===== config.mk =====
export PLATFORM = sky130hd
export DESIGN_NAME = irqr_status_bank
export DESIGN_NICKNAME = d
export VERILOG_FILES = /design/src/shared/irqr_pkg.sv /design/src/irqr_apb_slave.sv /design/src/irqr_status_bank.sv
export VERILOG_INCLUDE_DIRS = /design/src /design/src/shared
export SDC_FILE = /design/constraint.sdc
export NUM_CORES = 1
export LEC_CHECK = 0
export ABC_CLOCK_PERIOD_IN_PS = 1900
export BUFFER_PORTS_ARGS = -buffer_cell sky130_fd_sc_hd__buf_2
export CORE_MARGIN = 2
export CORE_UTILIZATION = 41
export DETAILED_ROUTE_END_ITERATION = 8
export HOLD_SLACK_MARGIN = 0.02
export PLACE_DENSITY_LB_ADDON = 0.3
export SLEW_MARGIN = 0
export SYNTH_ARGS = -nofsm -noshare
export SYNTH_HDL_FRONTEND = slang
export SYNTH_SLANG_ARGS = --single-unit

===== constraint.sdc =====
create_clock -name clk -period 1.9 [get_ports clk]
set_clock_uncertainty 0.1 [all_clocks]
set_input_delay 0.38 -clock clk [delete_from_list [all_inputs] [get_ports clk]]
set_output_delay 0.38 -clock clk [all_outputs]
set_load 0.01 [all_outputs]

===== src/shared/irqr_map.svh =====
/*
  Register indices, field layouts and reset values of the raw status bank.
  Assumes it is included by its bare name; holds definitions only.
*/
`ifndef IRQR_MAP_SVH
`define IRQR_MAP_SVH

// ----------------------------------------------------------------------------
// Register indices (byte address is four times the index).
// ----------------------------------------------------------------------------
`define IRQR_IDX_SHORT 14'h188b
`define IRQR_IDX_ON_DONE 14'h188c
`define IRQR_IDX_OFF_DONE 14'h188d
`define IRQR_IDX_PIN_LEVEL 14'h1890
`define IRQR_IDX_EV_NONEMPTY 14'h1895
`define IRQR_IDX_EV_FULL 14'h1896
`define IRQR_IDX_EV_WMARK 14'h1897
`define IRQR_IDX_DMA_DONE 14'h1898
`define IRQR_IDX_DSP_ACT 14'h189d
`define IRQR_IDX_WMARK_CFG 14'h18c0

// ----------------------------------------------------------------------------
// Field positions and widths.
// ----------------------------------------------------------------------------
`define IRQR_SHORT_LOW_LSB 0
`define IRQR_SHORT_LOW_MSB 5
`define IRQR_SHORT_OUT4L_BIT 8
`define IRQR_SHORT_OUT4R_BIT 9
`define IRQR_SEQ_CHANNELS 6
`define IRQR_FLAG_BIT 0
`define IRQR_ADDR_LSB 2

// ----------------------------------------------------------------------------
// Reset values and sizes.
// ----------------------------------------------------------------------------
`define IRQR_STATUS_RST 16'h0000
`define IRQR_WMARK_RST 5'h08
`define IRQR_EVLOG_DEPTH 5'h10

`endif


===== src/shared/irqr_pkg.sv =====
/*
  Types shared by the raw status bank and its bus slave.
  Assumes nothing beyond a SystemVerilog compiler.
*/
package irqr_pkg;

  // --------------------------------------------------------------------------
  // Sequence tracking state of one output channel.
  // --------------------------------------------------------------------------
  typedef enum logic [1:0] {
    SEQ_UNKNOWN,
    SEQ_RUN,
    SEQ_DONE
  } irqr_seq_e;

  // --------------------------------------------------------------------------
  // Conditions driven by the source units.
  // --------------------------------------------------------------------------
  typedef struct packed {
    logic [7:0] shortDetect;
    logic [5:0] onSeqBusy;
    logic [5:0] offSeqBusy;
    logic [15:0] pinLevel;
    logic [15:0] pinIsGpioIn;
    logic [4:0] evlogLevel;
    logic [7:0] wdmaEnable;
    logic [7:0] wdmaFilled;
    logic [7:0] rdmaEnable;
    logic [7:0] rdmaEmptied;
    logic dspBusy;
  } irqr_src_s;

  // --------------------------------------------------------------------------
  // Register access from the bus slave and its answer.
  // --------------------------------------------------------------------------
  typedef struct packed {
    logic rd;
    logic wr;
    logic [13:0] index;
    logic [31:0] wdata;
  } irqr_bus_s;

  typedef struct packed {
    logic hit;
    logic [31:0] rdata;
  } irqr_ans_s;

endpackage


===== src/irqr_apb_slave.sv =====
/*
  APB slave front end of the raw status bank.
  Assumes an APB master on clk and a register file that answers combinationally.
*/
`timescale 1ns/10ps
`include "irqr_map.svh"

module irqr_apb_slave (
  input wire logic clk,
  input wire logic rst_n,
  input wire logic psel,
  input wire logic penable,
  input wire logic pwrite,
  input wire logic [15:0] paddr,
  input wire logic [31:0] pwdata,
  output logic [31:0] prdata,
  output logic pready,
  output logic pslverr,
  output irqr_pkg::irqr_bus_s busReq,
  input wire irqr_pkg::irqr_ans_s busAns
);
  import irqr_pkg::*;

  logic aligned;
  logic setupPhase;
  logic [31:0] prdata_r;
  logic [31:0] prdata_nxt;
  logic pslverr_r;
  logic pslverr_nxt;

  // --------------------------------------------------------------------------
  // Request decode.
  // --------------------------------------------------------------------------
  assign aligned = (paddr[1:0] == 2'h0);
  assign setupPhase = psel & ~penable;
  assign pready = psel & penable;

  always_comb begin
    busReq.index = paddr[15:`IRQR_ADDR_LSB];
    busReq.wdata = pwdata;
    busReq.rd = setupPhase & ~pwrite & aligned;
    busReq.wr = psel & penable & pwrite & aligned;
  end

  // --------------------------------------------------------------------------
  // Answer captured in the setup cycle, shown in the access cycle.
  // --------------------------------------------------------------------------
  always_comb begin
    prdata_nxt = prdata_r;
    pslverr_nxt = pslverr_r;
    if (setupPhase) begin
      prdata_nxt = (busReq.rd & busAns.hit) ? busAns.rdata : 32'h0;
      pslverr_nxt = ~(aligned & busAns.hit);
    end
  end

  always_ff @(posedge clk) begin
    if (!rst_n) begin
      prdata_r <= 32'h0;
      pslverr_r <= 1'b0;
    end else begin
      prdata_r <= prdata_nxt;
      pslverr_r <= pslverr_nxt;
    end
  end

  assign prdata = prdata_r;
  assign pslverr = pslverr_r & pready;

endmodule


===== src/irqr_status_bank.sv =====
/*
  Raw status bank of the first interrupt controller: short circuit, output
  sequence, pin level, event log, DSP DMA and DSP activity flags, read over APB.
  Assumes source conditions synchronous to clk and an APB master on clk.
*/
`timescale 1ns/10ps
`include "irqr_map.svh"

// Overview of operation
// RQ1: Eight short flags sit at bits 0 to 5 for outputs one to three and bits 8 and 9 for output four.
// RQ2: A short flag reads 1 while its channel shows a short and 0 otherwise.
// RQ3: An enable-done flag reads 0 while its enable sequence runs and 1 once it has finished.
// RQ4: Enable-done flags sit at bits 0 to 5, with bits 4 and 5 shared by outputs three and four.
// RQ5: Disable-done flags use the same bits and read 0 while running and 1 once complete.
// RQ6: Levels of pins one to sixteen are returned in one register, pin n at bit n minus one.
// RQ7: A pin level is reported only for pins set up as general inputs; others read 0.
// RQ8: Bit 0 of one register reads 1 while the event log holds entries.
// RQ9: Bit 0 of a separate register reads 1 while the event log is full.
// RQ10: Bit 0 of its own register reads 1 once the event log level reaches the watermark.
// RQ11: The DMA flag reads 1 only when all enabled write buffers are filled and read buffers emptied.
// RQ12: Status registers are read-only, follow their sources, ignore writes and read 0 in reserved bits.
// RQ13: Every status flag reads 0 after reset until its source drives a new condition.
module irqr_status_bank (
  input wire logic clk,
  input wire logic rst_n,
  input wire logic psel,
  input wire logic penable,
  input wire logic pwrite,
  input wire logic [15:0] paddr,
  input wire logic [31:0] pwdata,
  output logic [31:0] prdata,
  output logic pready,
  output logic pslverr,
  input wire irqr_pkg::irqr_src_s src
);
  import irqr_pkg::*;

  // --------------------------------------------------------------------------
  // Declarations.
  // --------------------------------------------------------------------------
  irqr_bus_s busReq;
  irqr_ans_s busAns;

  logic [7:0] shortFlag_r;
  logic [7:0] shortFlag_nxt;

  irqr_seq_e onState_r [`IRQR_SEQ_CHANNELS];
  irqr_seq_e onState_nxt [`IRQR_SEQ_CHANNELS];
  irqr_seq_e offState_r [`IRQR_SEQ_CHANNELS];
  irqr_seq_e offState_nxt [`IRQR_SEQ_CHANNELS];
  logic [5:0] onDone;
  logic [5:0] offDone;

  logic [15:0] pinLevel_r;
  logic [15:0] pinLevel_nxt;

  logic [4:0] wmark_r;
  logic [4:0] wmark_nxt;
  logic evNonEmpty_r;
  logic evNonEmpty_nxt;
  logic evFull_r;
  logic evFull_nxt;
  logic evWmark_r;
  logic evWmark_nxt;

  logic dmaDone_r;
  logic dmaDone_nxt;
  logic dspBusy_r;
  logic dspBusy_nxt;

  // --------------------------------------------------------------------------
  // Helper functions.
  // --------------------------------------------------------------------------
  function automatic irqr_seq_e seqStep(input irqr_seq_e cur, input logic busy);
    irqr_seq_e nxt;
    nxt = cur;
    unique case (cur)
      SEQ_UNKNOWN: begin
        if (busy) begin
          nxt = SEQ_RUN;
        end
      end
      SEQ_RUN: begin
        if (!busy) begin
          nxt = SEQ_DONE;
        end
      end
      SEQ_DONE: begin
        if (busy) begin
          nxt = SEQ_RUN;
        end
      end
      default: begin
        nxt = SEQ_UNKNOWN;
      end
    endcase
    return nxt;
  endfunction

  function automatic logic [15:0] flagWord(input logic flag);
    logic [15:0] w;
    w = `IRQR_STATUS_RST;
    w[`IRQR_FLAG_BIT] = flag;
    return w;
  endfunction

  function automatic logic allServed(input logic [7:0] en, input logic [7:0] done);
    return &(~en | done);
  endfunction

  // --------------------------------------------------------------------------
  // Bus slave.
  // --------------------------------------------------------------------------
  irqr_apb_slave irqr_apb_slave_inst (
    .clk(clk),
    .rst_n(rst_n),
    .psel(psel),
    .penable(penable),
    .pwrite(pwrite),
    .paddr(paddr),
    .pwdata(pwdata),
    .prdata(prdata),
    .pready(pready),
    .pslverr(pslverr),
    .busReq(busReq),
    .busAns(busAns)
  );

  // --------------------------------------------------------------------------
  // Short circuit flags.
  // --------------------------------------------------------------------------
  always_comb begin
    shortFlag_nxt = src.shortDetect; // RQ2
  end

  always_ff @(posedge clk) begin
    if (!rst_n) begin
      shortFlag_r <= 8'h00; // RQ13
    end else begin
      shortFlag_r <= shortFlag_nxt;
    end
  end

  // --------------------------------------------------------------------------
  // Output enable and disable sequence tracking.
  // --------------------------------------------------------------------------
  always_comb begin
    for (int i = 0; i < `IRQR_SEQ_CHANNELS; i++) begin
      onState_nxt[i] = seqStep(onState_r[i], src.onSeqBusy[i]); // RQ3
      offState_nxt[i] = seqStep(offState_r[i], src.offSeqBusy[i]); // RQ5
    end
  end

  always_ff @(posedge clk) begin
    if (!rst_n) begin
      for (int i = 0; i < `IRQR_SEQ_CHANNELS; i++) begin
        onState_r[i] <= SEQ_UNKNOWN; // RQ13
        offState_r[i] <= SEQ_UNKNOWN;
      end
    end else begin
      for (int i = 0; i < `IRQR_SEQ_CHANNELS; i++) begin
        onState_r[i] <= onState_nxt[i];
        offState_r[i] <= offState_nxt[i];
      end
    end
  end

  always_comb begin
    for (int i = 0; i < `IRQR_SEQ_CHANNELS; i++) begin
      onDone[i] = (onState_r[i] == SEQ_DONE); // RQ3
      offDone[i] = (offState_r[i] == SEQ_DONE); // RQ5
    end
  end

  // --------------------------------------------------------------------------
  // Pin levels.
  // --------------------------------------------------------------------------
  always_comb begin
    pinLevel_nxt = src.pinLevel & src.pinIsGpioIn; // RQ7
  end

  always_ff @(posedge clk) begin
    if (!rst_n) begin
      pinLevel_r <= `IRQR_STATUS_RST; // RQ13
    end else begin
      pinLevel_r <= pinLevel_nxt;
    end
  end

  // --------------------------------------------------------------------------
  // Watermark setting.
  // --------------------------------------------------------------------------
  always_comb begin
    wmark_nxt = wmark_r;
    if (busReq.wr && busReq.index == `IRQR_IDX_WMARK_CFG) begin
      wmark_nxt = busReq.wdata[4:0];
    end
  end

  always_ff @(posedge clk) begin
    if (!rst_n) begin
      wmark_r <= `IRQR_WMARK_RST;
    end else begin
      wmark_r <= wmark_nxt;
    end
  end

  // --------------------------------------------------------------------------
  // Event log flags.
  // --------------------------------------------------------------------------
  always_comb begin
    evNonEmpty_nxt = (src.evlogLevel != 5'h00); // RQ8
    evFull_nxt = (src.evlogLevel >= `IRQR_EVLOG_DEPTH); // RQ9
    evWmark_nxt = (src.evlogLevel >= wmark_r); // RQ10
  end

  always_ff @(posedge clk) begin
    if (!rst_n) begin
      evNonEmpty_r <= 1'b0; // RQ13
      evFull_r <= 1'b0;
      evWmark_r <= 1'b0;
    end else begin
      evNonEmpty_r <= evNonEmpty_nxt;
      evFull_r <= evFull_nxt;
      evWmark_r <= evWmark_nxt;
    end
  end

  // --------------------------------------------------------------------------
  // DSP DMA flag.
  // --------------------------------------------------------------------------
  always_comb begin
    dmaDone_nxt = allServed(src.wdmaEnable, src.wdmaFilled)
                  & allServed(src.rdmaEnable, src.rdmaEmptied)
                  & (|{src.wdmaEnable, src.rdmaEnable}); // RQ11
  end

  always_ff @(posedge clk) begin
    if (!rst_n) begin
      dmaDone_r <= 1'b0; // RQ13
    end else begin
      dmaDone_r <= dmaDone_nxt;
    end
  end

  // --------------------------------------------------------------------------
  // DSP activity flag.
  // --------------------------------------------------------------------------
  always_comb begin
    dspBusy_nxt = src.dspBusy;
  end

  always_ff @(posedge clk) begin
    if (!rst_n) begin
      dspBusy_r <= 1'b0;
    end else begin
      dspBusy_r <= dspBusy_nxt;
    end
  end

  // --------------------------------------------------------------------------
  // Read decode; status registers ignore writes.
  // --------------------------------------------------------------------------
  always_comb begin
    busAns.hit = 1'b1;
    busAns.rdata = 32'h0;
    unique case (busReq.index)
      `IRQR_IDX_SHORT: begin
        busAns.rdata[`IRQR_SHORT_LOW_MSB:`IRQR_SHORT_LOW_LSB] = shortFlag_r[5:0]; // RQ1
        busAns.rdata[`IRQR_SHORT_OUT4L_BIT] = shortFlag_r[6];
        busAns.rdata[`IRQR_SHORT_OUT4R_BIT] = shortFlag_r[7];
      end
      `IRQR_IDX_ON_DONE: begin
        busAns.rdata[5:0] = onDone; // RQ4
      end
      `IRQR_IDX_OFF_DONE: begin
        busAns.rdata[5:0] = offDone; // RQ5
      end
      `IRQR_IDX_PIN_LEVEL: begin
        busAns.rdata[15:0] = pinLevel_r; // RQ6
      end
      `IRQR_IDX_EV_NONEMPTY: begin
        busAns.rdata[15:0] = flagWord(evNonEmpty_r); // RQ8
      end
      `IRQR_IDX_EV_FULL: begin
        busAns.rdata[15:0] = flagWord(evFull_r); // RQ9
      end
      `IRQR_IDX_EV_WMARK: begin
        busAns.rdata[15:0] = flagWord(evWmark_r); // RQ10
      end
      `IRQR_IDX_DMA_DONE: begin
        busAns.rdata[15:0] = flagWord(dmaDone_r); // RQ11
      end
      `IRQR_IDX_DSP_ACT: begin
        busAns.rdata[15:0] = flagWord(dspBusy_r);
      end
      `IRQR_IDX_WMARK_CFG: begin
        busAns.rdata[4:0] = wmark_r;
      end
      default: begin
        busAns.hit = 1'b0; // RQ12
      end
    endcase
  end

endmodule

# Word-level counts from Yosys, hierarchy flattened
# Memory sizes are Yosys's and may differ from the RTL's.
# Cells that the tools add are included.
classes:
  n_eq_ne: 34
  reduce_logical: 31
  n_lt_le_gt_ge: 2
  bitwise: 31
  mux: 57
ops:
  columns: ["op", "n"]
  rows:
  - ["== test 14 x 13 -> 1 bit, second input constant", 10]
  - ["two-way mux 2 bit", 37]
  - ["one-hot mux 2 bit (2 select lines)", 13]
  - ["one-hot mux 5 bit (10 select lines)", 1]
  - ["logical NOT 2 bit", 13]
  - ["== test 2 x 1 -> 1 bit, second input constant", 12]
  - ["== test 2 bit, second input constant", 12]
  - ["OR reduction 2 bit", 12]
  - ["bitwise AND 16 bit", 1]
  - ["two-way mux 16 bit", 1]
  - ["inverter 8 bit", 2]
  - ["OR 8 bit", 2]
  - ["AND reduction 8 bit", 2]
  - ["OR reduction 16 bit", 1]
  - ["OR 1 bit", 12]
  - ["bitwise AND 1 bit", 11]
  - ["OR reduction 10 bit", 1]
  - ["two-way mux 6 bit", 1]
  - ["greater-or-equal comparator 5 bit", 1]
  - ["greater-or-equal comparator 5 bit, second input constant", 1]
  - ["nonzero test 5 bit", 1]
  - ["one-hot mux 1 bit (4 select lines)", 1]
  - ["two-way mux 1 bit", 3]
  - ["inverter 1 bit", 3]
  - ["logical AND 1 bit", 1]
totals:
  ram_bits: 24
  in_bits: 143
  word_cells: 167
  register_bits: 67
  mem_count: 2
mem_list:
  columns: ["memory", "depth", "word_bits", "rd", "rd_ports_with_merged_regs", "wr", "line", "source"]
  rows:
  - ["offState_r", 6, 2, 6, 0, 6, "irqr_status_bank.sv:49", "irqr_seq_e offState_r [`IRQR_SEQ_CHANNELS];"]
  - ["onState_r", 6, 2, 6, 0, 6, "irqr_status_bank.sv:47", "irqr_seq_e onState_r [`IRQR_SEQ_CHANNELS];"]

# Logic depth before layout (Yosys ltp)
# Gate-level depths: netlist of run 1.
logic_depth:
  word_depth: 6
  ltp_mapped: 7
  depth_no_buf: 7

# Modules after synthesis
# From an unflattened synthesis of run 1, not the netlist that was laid out.
hier_totals:
  cells_unflattened: 468
  area_unflattened_um2: 4342.9
modules_own_cells:
  columns: ["mod", "area_per_inst_um2", "n_inst", "cells_per_inst"]
  rows:
  - ["irqr_status_bank", 2665.1, 1, 301]
  - ["irqr_apb_slave", 1677.9, 1, 167]

# Worst setup path after synthesis of run 1
# OpenSTA, ideal clock, no wires.
synth_timing:
  path_kind: "input -> register"
  startpoint: "in paddr[3]"
  endpoint: "reg wmark_r[0]"
  setup_ps: 116
  setup_slack_ps: 3
  cell_stages: 6
  arrival_time_ps: 1681
  t_required_ps: 1684
  cell_sequence: "buf_6 > or4_4 > buf_6 > nor3_4 > mux2i_1 > nor2b_1"
synth_between:
  elab_chain_cells: 2
synth_rtl:
  columns: ["element", "line", "source"]
  rows:
  - ["start, declared", "irqr_status_bank.sv:29", "input wire logic [15:0] paddr,"]
  - ["== test 14 x 13 -> 1 bit", null, null]
  - ["logical AND 1 bit (no source line)", null, null]
  - ["end signal, assigned", "irqr_status_bank.sv:202", "wmark_r <= `IRQR_WMARK_RST;"]
  - ["end signal, assigned", "irqr_status_bank.sv:204", "wmark_r <= wmark_nxt;"]
  - ["end, declared", "irqr_status_bank.sv:57", "logic [4:0] wmark_r;"]
# Every way passes these cells.
# A chain may end at the register's enable or synchronous reset.

# Worst setup path after layout of run 1
layout_timing:
  startpoint: "in paddr[6]"
  endpoint: "reg irqr_apb_slave_inst.prdata_r[2] (netlist: irqr_apb_slave_inst.prdata[2])"
layout_between:
  elab_chain_cells: 5
  elab_cells_between_ends: 15
  classes_between: "eq/ne: 10; mux: 3; bitwise: 1; reduce/logical: 1"
layout_rtl:
  columns: ["element", "line", "source"]
  rows:
  - ["== test 14 x 13 -> 1 bit", "irqr_status_bank.sv:267", "unique case (busReq.index)"]
  - ["OR reduction 10 bit (no source line)", null, null]
  - ["two-way mux 1 bit", "irqr_status_bank.sv:267", null]
  - ["bitwise AND 1 bit", "irqr_apb_slave.sv:52", "prdata_nxt = (busReq.rd & busAns.hit) ? busAns.rdata : 32'h0;"]
  - ["two-way mux 16 bit (*)", "irqr_apb_slave.sv:52", null]
  - ["end signal, assigned", "irqr_apb_slave.sv:62", "prdata_r <= prdata_nxt;"]
  - ["end, declared", "irqr_apb_slave.sv:26", "logic [31:0] prdata_r;"]
# Mark *: on every way between the ends. The rest lies on a longest branch, timed or not.

==> results.yml, run 1 <==
synthesis:
  yosysUniqueCellTypes: 52
  syn_area_per_cell_um2: 9.28
  synthFlopType: "dfxtp_1"
  synth_commonest_cells: "75 x dfxtp_1, 24 x inv_1, 23 x nand2_1, 18 x a21oi_1, 18 x and3_1"
  syn-cell-area_um2: 3370
  netlist_top_cells_area: "dfxtp_1 45%, nor3b_1 3.8%, a22oi_1 3.6%"
  yosys.cell_count.top_type: "dfxtp_1"
  ys_ff_latch: 75
  synth_edf_count: 0
  yosysWarnings: 0
  yosysSeqAreaShare_pct: 44.6
  synth_top_area_cell: "dfxtp_1"
  synthCells: 363
  synth.top_cell.area_share_pct: 44.6
  ys_async_sr_fraction_pct: 0
layout:
  multi_input_area_um2: 1650
  regArea_um2: 1500
  synthToLayoutAreaGrowth_pct: 32.3
  layout-drive-gt1-share_pct: 34.2
  fill_cells: 770
  diodes: 0
  fin_nets: 665
critical_path:
  startpoint_type: "input pin"
  crit_type: "input pin to flip-flop"
  ff2ff_path_depth: 6
  r2r_end: "evWmark_r$_SDFF_PN0_"
  path_max_fanout: 4
  end_kind: "flip-flop"
  cp.required_ns: 2.07
  reg2reg_slack_ns: 0.53
  r2r-start: "wmark_r[0]$_SDFFE_PN0P_"
  critical_path_arrival_ns: 1.84
clock_tree:
  post-cts-setup-buffer-count: 0
  cts_buffers: 9
  clockRootBuffer: "clkbuf_8"
  hold_buffers: 0
  clock-sinks: 75
  clock_latency_ns: 0.33
  htree_levels: 3
  cts.path.max_buffers: 2
  cts_tree: "yes"
  cts_resized: 0
  path_clk_slew_ns: 0.07
floorplan:
  initial_core_util_pct: 41.6
  rows: 33
  die_y_um: 94.6
  die_x_um: 94.6
  io_pins: 177
  dieArea_um2: 8960
  core_um2: 8090
sta:
  rsz0062_at_grt: "no"
  layout_min_cycle_time_ns: 1.67
  hold_viol: 0
  finalSetupViolCount: 0
  fin_crit_sh_pct: 88.1
  max_clock_freq_ghz: 0.597
  postLayoutSetupSlackWorst_ns: 0.226
  maxSlewViolCount: 0
routing:
  wirelength_um: 8170
  viasPerCell: 4.95
  vias: 3096
  avgRoutedWirePerCell_um: 13.1
  route.detailed.drc: 0
  drtPass1Iterations: 4
  ant_nets: 0
  drtIter0Drc: 93
grt:
  grt_max_degree: 38
  overflow: 0
  grt_pass1_wl_um: 13100
  grt_pass1_vias: 2969
  antenna_found_initial: 0
  grtUsageTotal_pct: 18.5
placed_design:
  hpwl_um: 6520
  io_buffers: 133
  pre_cts_slack_ns: -0.179
  gp_congestion: 0.825
outcome:
  status: "complete, no violations"
power_and_ir_drop:
  pwr_density_cell_nw_per_um2: 745
  power_mw: 3.32
  vdd_drop_max_uv: 387
  p_leak_nw: 2.05
run:
  drv_cap: 0
min_path:
  hp-start: "src[74]"
  hp-class: "input pin to flip-flop"
  worstHoldPathCells: 2
  min_to: "offState_r[4][1]$_SDFFE_PN0P_"
## worst max-delay path, stage by stage
cell and delay, ns:
buf_2 0.12, or4b_1 0.56, or4b_1 0.50, o21ai_0 0.11, a21oi_1 0.10, nand2_1 0.07
## layout by cell type, fill, tap and decap left out, types with 8 or more instances in the layout
master and instances:
buf_2 133, dfxtp_1 75, inv_1 24, buf_4 24
nand2_1 23, and3_1 18, a21oi_1 18, nor2b_1 17
nor3b_1 17, and2_1 16, a22oi_1 16, conb_1 16
xnor2_1 12, clkbuf_8 11, o21ai_0 10, nand2b_1 9
nor2_1 8
## registers in the layout (all words and copies together), names as in the netlist
signal,count
shortFlag_r,8
dspBusy_r,1
wmark_r,5
evFull_r,1
irqr_apb_slave_inst.prdata,16
irqr_apb_slave_inst.pslverr_r,1
dmaDone_r,1
evNonEmpty_r,1
evWmark_r,1
offState_r,12
onState_r,12
pinLevel_r,16
## metal layers
layer | wire [µm] | vias up | global-route usage [%]
met2 | 3890 | 119 | 32.1
met1 | 3570 | 1403 | 22.4
met4 | 112 | 0 | 5.43
met5 | 0 | - | 0
li1 | - | 1564 | -
met3 | 599 | 10 | 4.95
## cells by family (layout without fill, tap and decap cells)
| group | after synthesis | in the layout | synth area share (%) |
|---|---|---|---|
| simple gates | 140 | 140 | 26.5 |
| flops | 75 | 75 | 44.6 |
| compound gates | 71 | 71 | 14.1 |
| buf+inv | 54 | 196 | 8.25 |
| xor+xnor | 12 | 12 | 3.12 |
| fa+ha+maj | 5 | 5 | 1.86 |
| mux | 5 | 5 | 1.49 |
| other cells | 1 | 16 | 0.111 |
## final cells by class
type | instances | share of cell area [%]
clock buffer | 12 | 3.48
inverter | 24 | 2.02
timing repair buffer | 158 | 19.4
sequential | 75 | 33.7
clock inverter | 2 | 1.35
tap | 105 | 2.95
multi-input combinational | 249 | 37.1
## where the power goes
part / internal, mW / total [mW] / switching, mW
clock network: 0.798 / 1.31 / 0.515
logic: 0.190 / 0.354 / 0.164
registers: 1.63 / 1.65 / 0.0292
## worst max path at each step
stage / cells past startpoint / end / start / slack (ns)
after floorplan: 6 / wmark_r[0]$_SDFFE_PN0P_ / paddr[3] / 0.003
after global placement: 6 / irqr_apb_slave_inst.prdata[2]$_SDFFE_PN0P_ / paddr[6] / -0.09
after detailed placement: 7 / irqr_apb_slave_inst.prdata[5]$_SDFFE_PN0P_ / paddr[11] / -0.18
after CTS: 7 / irqr_apb_slave_inst.prdata[5]$_SDFFE_PN0P_ / paddr[11] / 0.14
after global routing: 8 / irqr_apb_slave_inst.prdata[8]$_SDFFE_PN0P_ / paddr[11] / 0.11
final: 6 / irqr_apb_slave_inst.prdata[2]$_SDFFE_PN0P_ / paddr[6] / 0.23
## stage by stage
stage	utilization, %	hold WS, ns	instance area (µm²)	setup TNS [ns]	instances
final	55.1	0.117	4460	0	625
after global routing	55.1	0.105	4460	0	625
after CTS	55.0	0.105	4450	0	625
after detailed placement	52.3	0.331	4230	-2.32	611
after global placement	52.3	0.331	4230	-1.03	611
after floorplan	-	0.316	3420	0	378
Power figures use the tool's default switching activity.
==> inputs of run 2 (changes only) <==
Settings changed: PLACE_DENSITY from default to 0.77, PLACE_DENSITY_LB_ADDON 0.3 to default.
==> run 2 against run 1 <==
Against the previous run: highest routed layer unchanged; critical endpoint is now irqr_apb_slave_inst.prdata[9]$_SDFFE_PN0P_; global-route usage rose by 0.50 points; critical path type unchanged; largest power group unchanged; die area unchanged; largest cell class unchanged; routed wire length is 3.9% higher.
==> results.yml, run 2 (same netlist as run 1, synthesis figures left out) <==
layout:
  layout-drive-gt1-share_pct: 34.2
  final_util_pct: 54.3
  layout_commonest_cell: "buf_2"
  final_cell_mix: "133 x buf_2, 75 x dfxtp_1, 24 x inv_1, 23 x nand2_1, 23 x buf_4"
  synthToLayoutAreaGrowth_pct: 30.5
  fin_nets: 664
routing:
  ant_nets: 0
  vias: 3122
  wirelength_um: 8490
  drtPass1Iterations: 4
  drtIter0Drc: 197
  viasPerCell: 4.99
  avgRoutedWirePerCell_um: 13.6
  route.detailed.drc: 0
floorplan:
  initial_core_util_pct: 41.6
  core_um2: 8090
  dieArea_um2: 8960
  die_y_um: 94.6
  rows: 33
  io_pins: 177
  die_x_um: 94.6
clock_tree:
  clock_latency_ns: 0.34
  cts_resized: 0
  clockRootBuffer: "clkbuf_8"
  clock-sinks: 75
  path_clk_slew_ns: 0.08
  htree_levels: 3
  cts_buffers: 9
  cts.path.max_buffers: 2
  post-cts-setup-buffer-count: 0
  cts_tree: "yes"
  hold_buffers: 0
power_and_ir_drop:
  vdd_drop_max_uv: 265
  power_mw: 3.05
  pwr_density_cell_nw_per_um2: 694
  p_leak_nw: 2.02
run:
  drv_cap: 0
critical_path:
  cp.required_ns: 2.07
  cpMostUsedCell: "buf_4"
  startpoint_type: "input pin"
  crit_type: "input pin to flip-flop"
  critPathSlowestCell: "nor4b_1"
  slowest_delay_ns: 0.34
  path_max_fanout: 3
  critical_path_arrival_ns: 1.85
  end_kind: "flip-flop"
  crit_chain: "buf_2 -> nor4b_1 -> buf_4 -> nand2_1 -> buf_4 -> nor3_1 -> a32oi_1 -> o21ai_0"
placed_design:
  io_buffers: 133
  hpwl_um: 6740
  gp_congestion: 0.844
sta:
  maxSlewViolCount: 0
  fin_crit_sh_pct: 88.3
  hold_viol: 0
  rsz0062_at_grt: "no"
  max_clock_freq_ghz: 0.596
  finalSetupViolCount: 0
  layout_min_cycle_time_ns: 1.68
grt:
  grt_pass1_vias: 3003
  grt_max_degree: 50
  antenna_found_initial: 1
  grtUsageTotal_pct: 19.0
  grt_pass1_wl_um: 13300
  overflow: 0
outcome:
  status: "complete, no violations"
min_path:
  hp-class: "input pin to flip-flop"
-- run 2: cell types whose count changed in the layout (fill, tap and decap cells not counted), sizes merged --
cell	previous run	this run
buf	158	157
bufinv	2	0
clkbuf	12	10
clkinv	0	3
clkinvlp	0	2
diode	0	1
-- run 2: metal layers --
layer / share of wire, % / global-route usage, % / wire length, µm
met5: 0 / 0 / 0
met4: 3.2 / 8.33 / 270
met3: 7.5 / 5.03 / 635
met2: 47 / 32.2 / 4030
met1: 42 / 22.5 / 3560
-- run 2: path summary, 6_finish.rpt --
path                             startpoint                                    endpoint  cells after the start  slack, ns
setup / recovery                  paddr[11]  irqr_apb_slave_inst.prdata[9]$_SDFFE_PN0P_                      8       0.22
hold / removal                      src[71]               offState_r[1][1]$_SDFFE_PN0P_                      2       0.11
setup reg to reg    wmark_r[0]$_SDFFE_PN0P_                        evWmark_r$_SDFF_PN0_                      6       0.53
hold reg to reg   shortFlag_r[1]$_SDFF_PN0_  irqr_apb_slave_inst.prdata[1]$_SDFFE_PN0P_                      2       0.35
-- run 2: through the flow --
step                cell area (µm²)  std cells  setup slack, ns  setup TNS, ns  hold WS [ns]
floorplan                      3420        378          0.00259              0         0.316
global placement               4230        610          -0.0749         -0.690         0.334
detailed placement             4230        610           -0.130          -1.76         0.332
CTS                            4390        625            0.214              0        0.0951
global route                   4400        626            0.129              0        0.0959
finish                         4400        626            0.221              0         0.110
-- run 2: layout make-up --
| cell class | count | area, µm² |
|---|---|---|
| diodes | 1 | 2.50 |
| clock buffers | 10 | 138 |
| clock inverters | 5 | 30.0 |
| fillers | 783 | 3700 |
| inverters | 24 | 90.1 |
| multi-input cells | 249 | 1650 |
| flip-flops and latches | 75 | 1500 |
| well taps | 105 | 131 |
| repair buffers | 157 | 858 |
-- run 2: where the power goes --
part           switching (mW)  internal (mW)
Clock                   0.547          0.494
Combinational           0.164          0.189
Sequential             0.0305           1.63
Total                   0.742           2.31
-- run 2: critical path, delay by kind of cell --
kind / cells / cell delay (ns)
compound gates: 2 / 0.25
buf+inv: 3 / 0.47
simple gates: 3 / 0.75
